**config.mk**
```make
export PLATFORM = sky130hd
export DESIGN_NAME = msc_top
export DESIGN_NICKNAME = d
export VERILOG_FILES = /design/src/inc/msc_pkg.sv /design/src/hdl/msc_adc_clk.sv /design/src/hdl/msc_top.sv
export VERILOG_INCLUDE_DIRS = /design/src /design/src/inc
export SDC_FILE = /design/constraint.sdc
export NUM_CORES = 1
export LEC_CHECK = 0
export BUFFER_PORTS_ARGS = -buffer_cell sky130_fd_sc_hd__buf_4
export CORE_ASPECT_RATIO = 0.5
export CORE_UTILIZATION = 50
export DETAILED_ROUTE_END_ITERATION = 12
export GPL_TIMING_DRIVEN = 1
export PLACE_DENSITY = 0.71
export SYNTH_ARGS = -nofsm -noshare
export SYNTH_HDL_FRONTEND = slang
export SYNTH_SLANG_ARGS = --single-unit
```
**constraint.sdc**
```tcl
create_clock -name ref_clk -period 4.1 [get_ports ref_clk]
set_input_delay 0.41 -clock ref_clk [delete_from_list [all_inputs] [get_ports ref_clk]]
set_output_delay 0.41 -clock ref_clk [all_outputs]
set_load 0.02 [all_outputs]
```
**src/inc/msc_params.svh**
```systemverilog
`ifndef MSC_PARAMS_SVH
`define MSC_PARAMS_SVH

// Register offsets
`define MSC_ADDR_DAC_FIRST                8'h10
`define MSC_ADDR_DAC_LAST                 8'h17
`define MSC_ADDR_MONITOR_CONTROL_CFG      8'h18
`define MSC_ADDR_MEASURE_MODE_CFG         8'h19
`define MSC_ADDR_CONVERSION_DAC_CTRL_CFG  8'h1a
`define MSC_ADDR_DAC_OUTPUT_CFG           8'h1b
`define MSC_ADDR_DAC_LOAD_REF_CFG         8'h1c

// Reset values
`define MSC_RST_CFG                       8'h00

// monitor_control_cfg fields
`define MSC_MONITOR_RUN_OR_FAST_CLOCK_BIT 0
`define MSC_ALERT_ENABLE_BIT              1
`define MSC_CHAN_AVG_OFF_LSB              2
`define MSC_ALERT_POLARITY_BIT            6
`define MSC_SOFT_RESET_BIT                7

// measure_mode_cfg fields
`define MSC_SINGLE_CHAN_LSB               0
`define MSC_SINGLE_CHANNEL_SELECT         4
`define MSC_AVERAGING_DISABLE             5
`define MSC_SMBUS_TIMEOUT_BIT             7

// conversion_dac_ctrl_cfg fields
`define MSC_THERMAL_RES10_BIT             1
`define MSC_DAC_UPDATE_SOURCE_SELECT      3
`define MSC_DAC_A_TEMP_BIT                5
`define MSC_DAC_B_TEMP_BIT                6

// dac_output_cfg and dac_load_ref_cfg fields
`define MSC_LOAD_AB_ON_WRITE_BIT          4
`define MSC_LOAD_CD_ON_WRITE_BIT          5
`define MSC_REF_BUF_OFF_LSB               6
`define MSC_INT_REF_BIT                   4

// Timing
`define MSC_CLK_HZ                        100000000
`define MSC_CAL_TIME_US                   5000
`define MSC_CAL_CYCLES                    (`MSC_CAL_TIME_US * (`MSC_CLK_HZ / 1000000))
`define MSC_ADC_SLOW_HZ                   1400
`define MSC_ADC_FAST_HZ                   22000
`define MSC_ADC_SLOW_DIV                  (`MSC_CLK_HZ / `MSC_ADC_SLOW_HZ)
`define MSC_ADC_FAST_DIV                  (`MSC_CLK_HZ / `MSC_ADC_FAST_HZ)

// Averaging and supply correction
`define MSC_AVG_COUNT                     5'd16
`define MSC_AVG_SHIFT                     4
`define MSC_VDD_NOMINAL                   10'h200
`define MSC_VDD_CORR_SHIFT                3

`endif

```
**src/inc/msc_pkg.sv**
```systemverilog
package msc_pkg;
	typedef enum logic [1:0] {ST_CAL, ST_IDLE, ST_TICK, ST_SAMPLE} msc_state_t;
	typedef enum logic [1:0] {CH_VDD, CH_INT, CH_EXT} msc_chan_t;
endpackage : msc_pkg

```
**src/hdl/msc_adc_clk.sv**
```systemverilog
`timescale 1ns/100ps
`include "msc_params.svh"

module msc_adc_clk #(
	parameter int SLOW_DIV = `MSC_ADC_SLOW_DIV,
	parameter int FAST_DIV = `MSC_ADC_FAST_DIV
) (
	// Clock and reset
	input  wire logic ref_clk,
	input  wire logic rst_n,
	// Control
	input  wire logic fast,
	// Conversion clock tick
	output logic      tick
);
	logic [16:0] cnt;
	logic [16:0] next_cnt;
	logic [16:0] limit;

	always_comb begin
		limit    = fast ? 17'(FAST_DIV - 1) : 17'(SLOW_DIV - 1);
		tick     = (cnt >= limit);
		next_cnt = tick ? 17'h00000 : cnt + 17'h00001;
	end

	always_ff @(posedge ref_clk or negedge rst_n) begin
		if (!rst_n) begin
			cnt <= 17'h00000;
		end else begin
			cnt <= next_cnt;
		end
	end
endmodule : msc_adc_clk

```
**src/hdl/msc_top.sv**
```systemverilog
// How it works
// - After calibration idle, no measurement, DACs 0
// - Run bit set starts round-robin monitoring
// - Round robin: supply, internal, external, repeat
// - Clearing run bit stops monitoring
// - Single-channel bit switches to one channel
// - Averaging on by default, 16 readings
// - Averaging disable gives single-reading results
// - DAC codes written at 0x10 to 0x17
// - Default: strobe pin low pulse loads DACs
// - Source select moves loading to registers
// - Config sets range, reference buffer, reference
// - DAC A/B can follow internal/external temperature
// - Serial interface starts in I2C mode
// - SPI locks until power cycle
// - Config gives alert, polarity, averaging, timeout, reset
// - Calibration 5 ms; traffic interrupts it
// - Latest supply reading corrects temperatures
// - ADC clock 1.4 kHz, fast bit 22 kHz
// - Fast clock switches external input filters off
// - DAC read returns active code, not pending
// - Strobe falling edge loads; must rise first
`timescale 1ns/100ps
`include "msc_params.svh"

module msc_top #(
	parameter int DAC_BITS   = 12,
	parameter int CAL_CYCLES = `MSC_CAL_CYCLES,
	parameter int SLOW_DIV   = `MSC_ADC_SLOW_DIV,
	parameter int FAST_DIV   = `MSC_ADC_FAST_DIV
) (
	// Clock and reset
	input  wire logic                     ref_clk,
	input  wire logic                     rst_n,
	// Register port from serial front end
	input  wire logic                     reg_wr,
	input  wire logic                     reg_rd,
	input  wire logic [7:0]               reg_addr,
	input  wire logic [7:0]               reg_wdata,
	output logic      [7:0]               reg_rdata,
	input  wire logic                     spi_select_seen,
	output logic                          serial_spi_mode,
	// DAC load strobe pin
	input  wire logic                     dac_load_strobe_n,
	// ADC sample port
	output logic                          adc_sample_req,
	output logic      [1:0]               adc_channel,
	output logic                          adc_fast,
	output logic                          ext_filter_en,
	input  wire logic                     adc_sample_valid,
	input  wire logic [9:0]               adc_sample,
	// Results and status
	output logic      [9:0]               vdd_result,
	output logic      [9:0]               int_temp_result,
	output logic      [9:0]               ext_temp_result,
	output logic                          cal_busy,
	output logic                          cal_interrupted,
	output logic                          meas_active,
	// Config outputs
	output logic                          alert_enable,
	output logic                          alert_active_high,
	output logic                          smbus_timeout_en,
	// DAC outputs
	output logic      [3:0][DAC_BITS-1:0] dac_code,
	output logic      [3:0]               dac_gain2,
	output logic      [1:0]               dac_ref_buf_off,
	output logic                          dac_int_ref
);
	// Configuration registers
	logic [7:0] monitor_control_cfg, next_monitor_control_cfg;
	logic [7:0] measure_mode_cfg, next_measure_mode_cfg;
	logic [7:0] conversion_dac_ctrl_cfg, next_conversion_dac_ctrl_cfg;
	logic [7:0] dac_output_cfg, next_dac_output_cfg;
	logic [7:0] dac_load_ref_cfg, next_dac_load_ref_cfg;
	logic       spi_locked, next_spi_locked;
	logic [7:0] next_reg_rdata;

	// DAC state
	logic [3:0][DAC_BITS-1:0] dac_in, next_dac_in;
	logic [3:0][DAC_BITS-1:0] next_dac_code;
	logic                     strobe_s1, strobe_s2, strobe_prev;
	logic                     strobe_fall;
	logic [3:0]               load_mask;

	// Sequencer state
	msc_pkg::msc_state_t state, next_state;
	msc_pkg::msc_chan_t  chan, next_chan;
	logic [31:0]         cal_cnt, next_cal_cnt;
	logic [4:0]          avg_cnt, next_avg_cnt;
	logic [13:0]         acc, next_acc;
	logic [9:0]          next_vdd, next_int, next_ext;
	logic                next_cal_int;
	logic                adc_tick;
	logic                run, avg_on, done_reading;
	logic [9:0]          final_val;
	logic [1:0]          temp_load;
	logic [13:0]         acc_sum;

	function automatic msc_pkg::msc_chan_t chan_of(input logic [1:0] code);
		case (code)
			2'h1:    chan_of = msc_pkg::CH_INT;
			2'h2:    chan_of = msc_pkg::CH_EXT;
			default: chan_of = msc_pkg::CH_VDD;
		endcase
	endfunction : chan_of

	function automatic logic [9:0] vdd_correct(input logic [9:0] raw, input logic [9:0] vdd);
		logic signed [10:0] delta;
		delta       = $signed({1'b0, vdd}) - $signed({1'b0, `MSC_VDD_NOMINAL});
		vdd_correct = raw - 10'(delta >>> `MSC_VDD_CORR_SHIFT);
	endfunction : vdd_correct

	function automatic logic [DAC_BITS-1:0] temp_code(input logic [9:0] t, input logic res10);
		temp_code = res10 ? DAC_BITS'(t) : DAC_BITS'(t[9:2]);
	endfunction : temp_code

	msc_adc_clk #(
		.SLOW_DIV (SLOW_DIV),
		.FAST_DIV (FAST_DIV)
	) u_adc_clk (
		.ref_clk (ref_clk),
		.rst_n   (rst_n),
		.fast    (adc_fast),
		.tick    (adc_tick)
	);

	// Config register writes and reads
	always_comb begin
		next_monitor_control_cfg     = monitor_control_cfg;
		next_measure_mode_cfg        = measure_mode_cfg;
		next_conversion_dac_ctrl_cfg = conversion_dac_ctrl_cfg;
		next_dac_output_cfg          = dac_output_cfg;
		next_dac_load_ref_cfg        = dac_load_ref_cfg & 8'hf0;
		next_reg_rdata               = reg_rdata;
		next_spi_locked              = spi_locked | spi_select_seen;
		if (monitor_control_cfg[`MSC_SOFT_RESET_BIT]) begin
			next_monitor_control_cfg     = `MSC_RST_CFG;
			next_measure_mode_cfg        = `MSC_RST_CFG;
			next_conversion_dac_ctrl_cfg = `MSC_RST_CFG;
			next_dac_output_cfg          = `MSC_RST_CFG;
			next_dac_load_ref_cfg        = `MSC_RST_CFG;
		end else if (reg_wr) begin
			case (reg_addr)
				`MSC_ADDR_MONITOR_CONTROL_CFG:     next_monitor_control_cfg     = reg_wdata;
				`MSC_ADDR_MEASURE_MODE_CFG:        next_measure_mode_cfg        = reg_wdata;
				`MSC_ADDR_CONVERSION_DAC_CTRL_CFG: next_conversion_dac_ctrl_cfg = reg_wdata;
				`MSC_ADDR_DAC_OUTPUT_CFG:          next_dac_output_cfg          = reg_wdata;
				`MSC_ADDR_DAC_LOAD_REF_CFG:        next_dac_load_ref_cfg        = reg_wdata;
				default: ;
			endcase
		end
		if (reg_rd) begin
			case (reg_addr)
				`MSC_ADDR_MONITOR_CONTROL_CFG:     next_reg_rdata = monitor_control_cfg;
				`MSC_ADDR_MEASURE_MODE_CFG:        next_reg_rdata = measure_mode_cfg;
				`MSC_ADDR_CONVERSION_DAC_CTRL_CFG: next_reg_rdata = conversion_dac_ctrl_cfg;
				`MSC_ADDR_DAC_OUTPUT_CFG:          next_reg_rdata = dac_output_cfg;
				`MSC_ADDR_DAC_LOAD_REF_CFG:        next_reg_rdata = dac_load_ref_cfg & 8'hf0;
				default: begin
					if (reg_addr >= `MSC_ADDR_DAC_FIRST && reg_addr <= `MSC_ADDR_DAC_LAST) begin
						next_reg_rdata = reg_addr[0] ?
							8'({4'h0, 16'(dac_code[reg_addr[2:1]]) >> 8}) :
							8'(dac_code[reg_addr[2:1]]);
					end else begin
						next_reg_rdata = 8'h00;
					end
				end
			endcase
		end
	end

	always_ff @(posedge ref_clk or negedge rst_n) begin
		if (!rst_n) begin
			monitor_control_cfg     <= `MSC_RST_CFG;
			measure_mode_cfg        <= `MSC_RST_CFG;
			conversion_dac_ctrl_cfg <= `MSC_RST_CFG;
			dac_output_cfg          <= `MSC_RST_CFG;
			dac_load_ref_cfg        <= `MSC_RST_CFG;
			reg_rdata               <= 8'h00;
			spi_locked              <= 1'b0;
		end else begin
			monitor_control_cfg     <= next_monitor_control_cfg;
			measure_mode_cfg        <= next_measure_mode_cfg;
			conversion_dac_ctrl_cfg <= next_conversion_dac_ctrl_cfg;
			dac_output_cfg          <= next_dac_output_cfg;
			dac_load_ref_cfg        <= next_dac_load_ref_cfg;
			reg_rdata               <= next_reg_rdata;
			spi_locked              <= next_spi_locked;
		end
	end

	// Config decode
	always_comb begin
		serial_spi_mode   = spi_locked;
		alert_enable      = monitor_control_cfg[`MSC_ALERT_ENABLE_BIT];
		alert_active_high = monitor_control_cfg[`MSC_ALERT_POLARITY_BIT];
		smbus_timeout_en  = measure_mode_cfg[`MSC_SMBUS_TIMEOUT_BIT];
		adc_fast          = conversion_dac_ctrl_cfg[`MSC_MONITOR_RUN_OR_FAST_CLOCK_BIT];
		ext_filter_en     = ~adc_fast;
		dac_gain2         = dac_output_cfg[3:0];
		dac_ref_buf_off   = dac_output_cfg[`MSC_REF_BUF_OFF_LSB +: 2];
		dac_int_ref       = dac_load_ref_cfg[`MSC_INT_REF_BIT];
	end

	// DAC input and active registers
	always_comb begin
		next_dac_in = dac_in;
		if (reg_wr && reg_addr >= `MSC_ADDR_DAC_FIRST && reg_addr <= `MSC_ADDR_DAC_LAST) begin
			if (reg_addr[0]) begin
				next_dac_in[reg_addr[2:1]] = DAC_BITS'({reg_wdata[3:0],
					dac_in[reg_addr[2:1]][7:0]});
			end else begin
				next_dac_in[reg_addr[2:1]] = DAC_BITS'({dac_in[reg_addr[2:1]] >> 8,
					reg_wdata});
			end
		end
		strobe_fall = strobe_prev & ~strobe_s2;
		load_mask   = 4'h0;
		if (conversion_dac_ctrl_cfg[`MSC_DAC_UPDATE_SOURCE_SELECT]) begin
			load_mask = dac_load_ref_cfg[3:0];
			if (reg_wr && reg_addr[0] && reg_addr[7:2] == `MSC_ADDR_DAC_FIRST >> 2) begin
				load_mask[1:0] = load_mask[1:0] | {2{dac_output_cfg[`MSC_LOAD_AB_ON_WRITE_BIT]}};
			end
			if (reg_wr && reg_addr[0] && reg_addr[7:2] == (`MSC_ADDR_DAC_FIRST >> 2) + 6'h01) begin
				load_mask[3:2] = load_mask[3:2] | {2{dac_output_cfg[`MSC_LOAD_CD_ON_WRITE_BIT]}};
			end
		end else begin
			load_mask = {4{strobe_fall}};
		end
		next_dac_code = dac_code;
		for (int i = 0; i < 4; i++) begin
			if (load_mask[i]) begin
				next_dac_code[i] = next_dac_in[i];
			end
		end
		if (temp_load[0]) begin
			next_dac_code[0] = temp_code(next_int,
				conversion_dac_ctrl_cfg[`MSC_THERMAL_RES10_BIT]);
		end
		if (temp_load[1]) begin
			next_dac_code[1] = temp_code(next_ext,
				conversion_dac_ctrl_cfg[`MSC_THERMAL_RES10_BIT]);
		end
		// Outputs held at zero through calibration
		if (state == msc_pkg::ST_CAL) begin
			next_dac_code = '0;
		end
	end

	always_ff @(posedge ref_clk or negedge rst_n) begin
		if (!rst_n) begin
			dac_in      <= '0;
			dac_code    <= '0;
			strobe_s1   <= 1'b1;
			strobe_s2   <= 1'b1;
			strobe_prev <= 1'b1;
		end else begin
			dac_in      <= next_dac_in;
			dac_code    <= next_dac_code;
			strobe_s1   <= dac_load_strobe_n;
			strobe_s2   <= strobe_s1;
			strobe_prev <= strobe_s2;
		end
	end

	// Measurement sequencer
	always_comb begin
		next_state   = state;
		next_chan    = chan;
		next_cal_cnt = cal_cnt;
		next_cal_int = cal_interrupted;
		next_avg_cnt = avg_cnt;
		next_acc     = acc;
		next_vdd     = vdd_result;
		next_int     = int_temp_result;
		next_ext     = ext_temp_result;
		temp_load    = 2'b00;
		adc_sample_req = 1'b0;
		run          = monitor_control_cfg[`MSC_MONITOR_RUN_OR_FAST_CLOCK_BIT];
		avg_on       = ~measure_mode_cfg[`MSC_AVERAGING_DISABLE] &
			~monitor_control_cfg[`MSC_CHAN_AVG_OFF_LSB + 32'(chan)];
		acc_sum      = acc + 14'(adc_sample);
		done_reading = avg_on ? (avg_cnt == `MSC_AVG_COUNT - 5'd1) : 1'b1;
		final_val    = avg_on ? 10'(acc_sum >> `MSC_AVG_SHIFT) : adc_sample;
		case (state)
			msc_pkg::ST_CAL: begin
				next_cal_cnt = cal_cnt + 32'd1;
				if (reg_wr || reg_rd) begin
					next_cal_int = 1'b1;
					next_state   = msc_pkg::ST_IDLE;
				end else if (cal_cnt >= 32'(CAL_CYCLES - 1)) begin
					next_state = msc_pkg::ST_IDLE;
				end
			end
			msc_pkg::ST_IDLE: begin
				if (run) begin
					next_state   = msc_pkg::ST_TICK;
					next_chan    = measure_mode_cfg[`MSC_SINGLE_CHANNEL_SELECT] ?
						chan_of(measure_mode_cfg[`MSC_SINGLE_CHAN_LSB +: 2]) :
						msc_pkg::CH_VDD;
					next_avg_cnt = 5'd0;
					next_acc     = 14'h0000;
				end
			end
			msc_pkg::ST_TICK: begin
				if (!run) begin
					next_state = msc_pkg::ST_IDLE;
				end else if (adc_tick) begin
					adc_sample_req = 1'b1;
					next_state     = msc_pkg::ST_SAMPLE;
				end
			end
			msc_pkg::ST_SAMPLE: begin
				if (adc_sample_valid) begin
					next_state = msc_pkg::ST_TICK;
					if (!done_reading) begin
						next_acc     = acc_sum;
						next_avg_cnt = avg_cnt + 5'd1;
					end else begin
						next_acc     = 14'h0000;
						next_avg_cnt = 5'd0;
						case (chan)
							msc_pkg::CH_VDD: next_vdd = final_val;
							msc_pkg::CH_INT: begin
								next_int     = vdd_correct(final_val, vdd_result);
								temp_load[0] = conversion_dac_ctrl_cfg[`MSC_DAC_A_TEMP_BIT];
							end
							default: begin
								next_ext     = vdd_correct(final_val, vdd_result);
								temp_load[1] = conversion_dac_ctrl_cfg[`MSC_DAC_B_TEMP_BIT];
							end
						endcase
						if (measure_mode_cfg[`MSC_SINGLE_CHANNEL_SELECT]) begin
							next_chan = chan_of(measure_mode_cfg[`MSC_SINGLE_CHAN_LSB +: 2]);
						end else begin
							case (chan)
								msc_pkg::CH_VDD: next_chan = msc_pkg::CH_INT;
								msc_pkg::CH_INT: next_chan = msc_pkg::CH_EXT;
								default:         next_chan = msc_pkg::CH_VDD;
							endcase
						end
					end
				end
			end
			default: next_state = msc_pkg::ST_IDLE;
		endcase
		cal_busy    = (state == msc_pkg::ST_CAL);
		meas_active = (state == msc_pkg::ST_TICK) || (state == msc_pkg::ST_SAMPLE);
		adc_channel = 2'(chan);
	end

	always_ff @(posedge ref_clk or negedge rst_n) begin
		if (!rst_n) begin
			state           <= msc_pkg::ST_CAL;
			chan            <= msc_pkg::CH_VDD;
			cal_cnt         <= 32'd0;
			cal_interrupted <= 1'b0;
			avg_cnt         <= 5'd0;
			acc             <= 14'h0000;
			vdd_result      <= `MSC_VDD_NOMINAL;
			int_temp_result <= 10'h000;
			ext_temp_result <= 10'h000;
		end else begin
			state           <= next_state;
			chan            <= next_chan;
			cal_cnt         <= next_cal_cnt;
			cal_interrupted <= next_cal_int;
			avg_cnt         <= next_avg_cnt;
			acc             <= next_acc;
			vdd_result      <= next_vdd;
			int_temp_result <= next_int;
			ext_temp_result <= next_ext;
		end
	end
endmodule : msc_top

```
* After elaboration in Yosys (flattened, before gate mapping)
Index checks and enable logic that the tools add are counted.
Cells by class: add/subtract/negate cells 7, $lt $le $gt $ge 7, eq/ne operators 19, mux-type cells 85, bitwise gates (word level) 9, reductions and logical operators 33
Operators with widths (count):
- $mux W48 | 3
- $mux W8 | 17
- $mux W10 | 11
- $mux W12 | 9
- $bwmux W48 | 2
- $bmux W12 S2 | 2
- $mux W14 | 3
- $eq A8 B5 Y1 const B | 5
- $pmux W8 S5 | 1
- $mux W17 | 2
- $add A32 B1 Y32 const B | 1
- $ge A32 B19 Y1 const B | 1
- $mux W2 | 16
- $pmux W14 S2 | 1
- $demux W12 S2 | 1
- $reduce_bool A2 Y1 | 9
- $add A17 B1 Y17 const B | 1
- $ge A17 B17 Y1 | 1
- $mux W5 | 3
- $add A14 B10 Y14 | 1
- $eq A6 B3 Y1 const B | 2
- $pmux W2 S2 | 3
- $reduce_and A2 Y1 | 6
- $reduce_and A4 Y1 | 3
- other kinds (30) | 56
Word-level totals: bits in registers 251, bits of input ports 33, output and inout bits 105, logic and storage cells 190

* Logic depth before layout (Yosys ltp)
depth after elaboration 14, gate-level depth with buffers 16, mapped depth without buffers 16

* By module
Synthesis repeated with hierarchy kept, for this count alone.
Unflattened totals: cell total of the unflattened synthesis 1299, area total of the unflattened synthesis 13015.0 sq um
Modules (own cells, without submodules):
- msc_top | times used 1, cells an instance 1192, area an instance 11936.4 sq um, seq. area each 5860.6 sq um
- msc_adc_clk | times used 1, cells an instance 107, area an instance 1078.5 sq um, seq. area each 425.4 sq um

* Worst setup path before layout
OpenSTA, ideal clock, no wires.
path type input to register, start in adc_sample[0], end reg dac_code[19] (netlist bit), library setup time 0.124 ns, arrival time 3.679 ns, required time 3.976 ns, setup slack 0.297 ns, stages on the path 16, path buffers 0, path through ha_1 -> fa_1 -> a21o_1 -> nand4_1 -> a31oi_1 -> a211oi_1 -> xnor2_1 -> o21ai_0 -> ha_1 -> o21a_1 -> nor2_1 -> a311oi_1 -> a211o_1 -> xor2_1 -> xnor2_1 -> o31a_1
Between the ends: longest elaborated chain between the ends 10
RTL lines:
- start: declaration | line msc_top.sv:51 | input wire logic [9:0] adc_sample,
- $add A14 B10 Y14 | line msc_top.sv:282 | acc_sum = acc + 14'(adc_sample);
- $mux W10 | line msc_top.sv:284 | final_val = avg_on ? 10'(acc_sum >> `MSC_AVG_SHIFT) : adc_sample;
- named net final_val[6] | line msc_top.sv:95 | logic [9:0] final_val;
- $sub A10 B10 Y10 | line msc_top.sv:110 | vdd_correct = raw - 10'(delta >>> `MSC_VDD_CORR_SHIFT);
- $mux W10 | line msc_top.sv:322 | case (chan)
- $mux W10 | line msc_top.sv:316 | if (!done_reading) begin
- $mux W10 | line msc_top.sv:314 | if (adc_sample_valid) begin
- $mux W10 | line msc_top.sv:285 | case (state)
- $mux W10 | line msc_top.sv:114 | temp_code = res10 ? DAC_BITS'(t) : DAC_BITS'(t[9:2]);
- $mux W12 | line msc_top.sv:240 | if (temp_load[1]) begin
- $mux W48 | line msc_top.sv:245 | if (state == msc_pkg::ST_CAL) begin
- end signal: assignment | line msc_top.sv:259 | dac_code <= next_dac_code;
- end: declaration | line msc_top.sv:64 | output logic [3:0][DAC_BITS-1:0] dac_code,
The timed path passes the listed nets, and every way through them passes these cells. A chain may end at the register's enable or synchronous reset.

* Final worst setup path
start reg acc[6], end reg dac_code[19] (netlist bit)
Between the ends: longest elaborated chain between the ends 10
RTL lines:
- start: declaration | line msc_top.sv:90 | logic [13:0] acc, next_acc;
- start signal: assignment | line msc_top.sv:369 | acc <= next_acc;
- $add A14 B10 Y14 | line msc_top.sv:282
- $mux W10 | line msc_top.sv:284
- named net final_val[5] | line msc_top.sv:95
- $sub A10 B10 Y10 | line msc_top.sv:110
- $mux W10 | line msc_top.sv:322
- $mux W10 | line msc_top.sv:316
- $mux W10 | line msc_top.sv:314
- $mux W10 | line msc_top.sv:285
- $mux W10 | line msc_top.sv:114
- $mux W12 | line msc_top.sv:240
- $mux W48 | line msc_top.sv:245
The timed path passes the listed nets, and every way through them passes these cells.

==> flow_summary.json <==
{
  "crit_top_cell": "ha_1",
  "grt_antenna_before_repair": 0,
  "place_inst": 1689,
  "synth_edf_count": 0,
  "viasPerCell": 5.93,
  "layout_commonest_cell": "dfrtp_1",
  "fp.dieW_um": 228,
  "remaining_drc_errors": 0,
  "grt_usage_pct": 27.5,
  "path_cells": "ha_1, a2111oi_2, o21ai_1, a31o_2, a21oi_1, xnor2_1, mux2_2, ha_1, o21a_1, nor2_1, a311oi_1, a211o_1, xor2_2, xnor2_2, o31a_1",
  "cts-root-buf": "clkbuf_16",
  "area_growth_pct": 17.6,
  "arrival_ns": 4.31,
  "gp_congestion": 0.905,
  "cpPeakStageDelay_ns": 0.38,
  "clkTransAtPathRegs_ns": 0.07,
  "final_cells": 1735,
  "cap_violations": 0,
  "layout_min_cycle_time_ns": 3.89,
  "ys_seq_elements": 251,
  "cts-htree-levels": 1,
  "final_cell_mix": "dfrtp_1, nand2_1, buf_4",
  "clock-skew-final_ns": 0.0162,
  "die_height_um": 115,
  "period_share_pct": 94.8,
  "cp-start-kind": "flop",
  "syn_inst": 1260,
  "synth.net_count": 1325,
  "drive_above_1_share_pct": 20.9,
  "worstPathRequired_ns": 4.52,
  "seq_area_frac_synth_pct": 49.3,
  "cts_buffers": 24,
  "crit_buf_inv": 0,
  "port-buffer-count": 137,
  "dieArea_um2": 26200,
  "synthFlopType": "dfrtp_1",
  "grt_start_max_net_pins": 102,
  "post_cts_buffers": 0,
  "crit_family": "compound AO/OA/AOI/OAI gates",
  "setup_viol": 0,
  "synth_cell_type_count": 68,
  "slew_headroom_pct": 32.0,
  "design_power_total_mw": 8.30,
  "wl_um": 35400,
  "slew_violations": 0,
  "clock-sinks": 251,
  "run_status": "completed",
  "dp_slack_ns": -0.149,
  "cp-end-kind": "flop",
  "multi_input_area_um2": 6080,
  "place_hpwl_um": 25000,
  "clk_latency_ns": 0.54,
  "fin_util_pct": 61.2,
  "synth_warnings": 0,
  "drt_iter0_markers": 920,
  "grt-ovfl-total": 0,
  "core_area_um2": 24500,
  "grt_pass1_wl_um": 56300,
  "nets": 1446,
  "rows": 40,
  "setup-tns-final_ns": 0,
  "max-vdd-ir-drop_v": 0.000447,
  "io_pins": 138,
  "ys_async_sr_fraction_pct": 100,
  "hp-class": "in2reg",
  "worst_slew_pin_slew_ns": 1.02,
  "cp_max_fo": 6,
  "grt_setup_unrepaired": "no",
  "wl_per_cell_um": 20.4,
  "cts_buffer_depth": 3,
  "start_util_pct": 52.1,
  "p_leak_nw": 6.87,
  "fill_cells": 2004,
  "n_antenna_cell": 0,
  "ant_nets": 0,
  "fmax_mhz": 257,
  "syn_area_per_cell_um2": 10.1,
  "cpMaxStageDelayCell": "dfrtp_1",
  "cts_tree": "done",
  "vias": 10280,
  "seq_area_um2": 6290,
  "firstDrtPassIters": 5,
  "worst_slack_ns": 0.212,
  "grt_pass1_vias": 10055,
  "crit_type": "reg2reg",
  "hold_violations": 0,
  "p_per_area_nw_per_um2": 554,
  "synth_area_um2": 12700
}
## where the power goes
group	switching (mW)	internal [mW]	leakage, nW	total, mW
Sequential	0.293	2.76	3.40	3.06
Clock	0.967	1.36	0.396	2.32
Combinational	1.81	1.12	3.07	2.93
Total	3.07	5.24	6.87	8.30
## stage by stage
stage,area (um^2),hold WS (ns)
after floorplan,12700,0.114
after global placement,14100,0.347
after detailed placement,14100,0.348
after CTS,15000,0.0570
after global routing,15000,0.0578
final,15000,0.0662
## flip-flops by register name, summed over array words and instances (netlist names), 2 cells and up
name,flops
acc,14
avg_cnt,5
dac_code,48
conversion_dac_ctrl_cfg,8
reg_rdata,8
measure_mode_cfg,8
dac_in,48
int_temp_result,10
cal_cnt,32
monitor_control_cfg,8
u_adc_clk.cnt,17
adc_channel,2
ext_temp_result,10
state,2
dac_output_cfg,8
vdd_result,10
dac_load_ref_cfg,8
## logic make-up after synthesis
kind of cell,Yosys count,synth area share (%)
AOI/OAI and AO/OA,278,13.7
and+or+nand+nor,450,16.3
xor gates and xnor gates,63,4.33
buffers and inverters,96,3.23
DFF,251,49.3
muxes,90,9.88
adders and majority gates,32,3.26
## synth_stat cells (all sizes together) (8+ instances only)
master	n	area, um^2
nand3	71	355
inv	22	82.6
clkbuf	43	161
nand2	208	781
mux2i	23	230
o21ai	99	507
and3	14	87.6
nor2	62	233
a21oi	65	325
ha	30	375
mux2	43	488
and2	21	131
buf	30	164
nor3	17	90.1
dfrtp	247	6180
a22oi	19	143
o21a	16	120
nand4	12	75.1
xor2	24	210
xnor2	39	342
mux4	24	541
a31oi	8	50.1
nor3b	8	65.1
## worst reg2reg max path, stage by stage, from the launching register on
cell and delay (ns):
dfrtp_1 0.38, ha_1 0.32, a2111oi_2 0.35, o21ai_1 0.16
a31o_2 0.27, a21oi_1 0.17, xnor2_1 0.10, mux2_2 0.30
ha_1 0.34, o21a_1 0.19, nor2_1 0.14, a311oi_1 0.07
a211o_1 0.32, xor2_2 0.16, xnor2_2 0.20, o31a_1 0.32
## layer usage
metal	GRT usage, %	up-vias	share of wire (%)	routed length [um]
li1	-	4726	-	-
met1	39.1	5146	45	15700
met2	42.9	343	45	16100
met3	6.00	65	7.4	2620
met4	7.66	0	2.6	930
met5	0	-	0	0
## path summary, 6_finish.rpt
path / startpoint / to / slack [ns] / cells after the start
max in group asynchronous: rst_n / vdd_result[9]$_DFFE_PN1P_ / 2.55 / 3
hold / removal: spi_select_seen / serial_spi_mode$_DFF_PN0_ / 0.07 / 2
setup reg to reg: acc[6]$_DFFE_PN0P_ / dac_code[19]$_DFFE_PN0P_ / 0.21 / 15
hold reg to reg: strobe_s1$_DFF_PN1_ / strobe_s2$_DFF_PN1_ / 0.35 / 0
setup / recovery: acc[6]$_DFFE_PN0P_ / dac_code[19]$_DFFE_PN0P_ / 0.21 / 15
min in group asynchronous: rst_n / dac_code[34]$_DFFE_PN0P_ / 0.50 / 2
## area by class of cell
type,instances,share of cell area [%]
clock buffers,38,4.90
clock inverters,6,0.568
inverters,23,0.576
multi-input cells,913,40.6
flip-flops and latches,251,42.0
well taps,336,2.81
repair buffers,168,8.58
## timing repair
action                                  CTS  global route
endpoints found under the hold margin    99             0
hold buffers                              2             0
gates resized for setup                   1             8
endpoints found under the setup margin    4            17
cloned                                    0             0
pin swaps                                 0             0
Power figures use the tool's default switching activity.
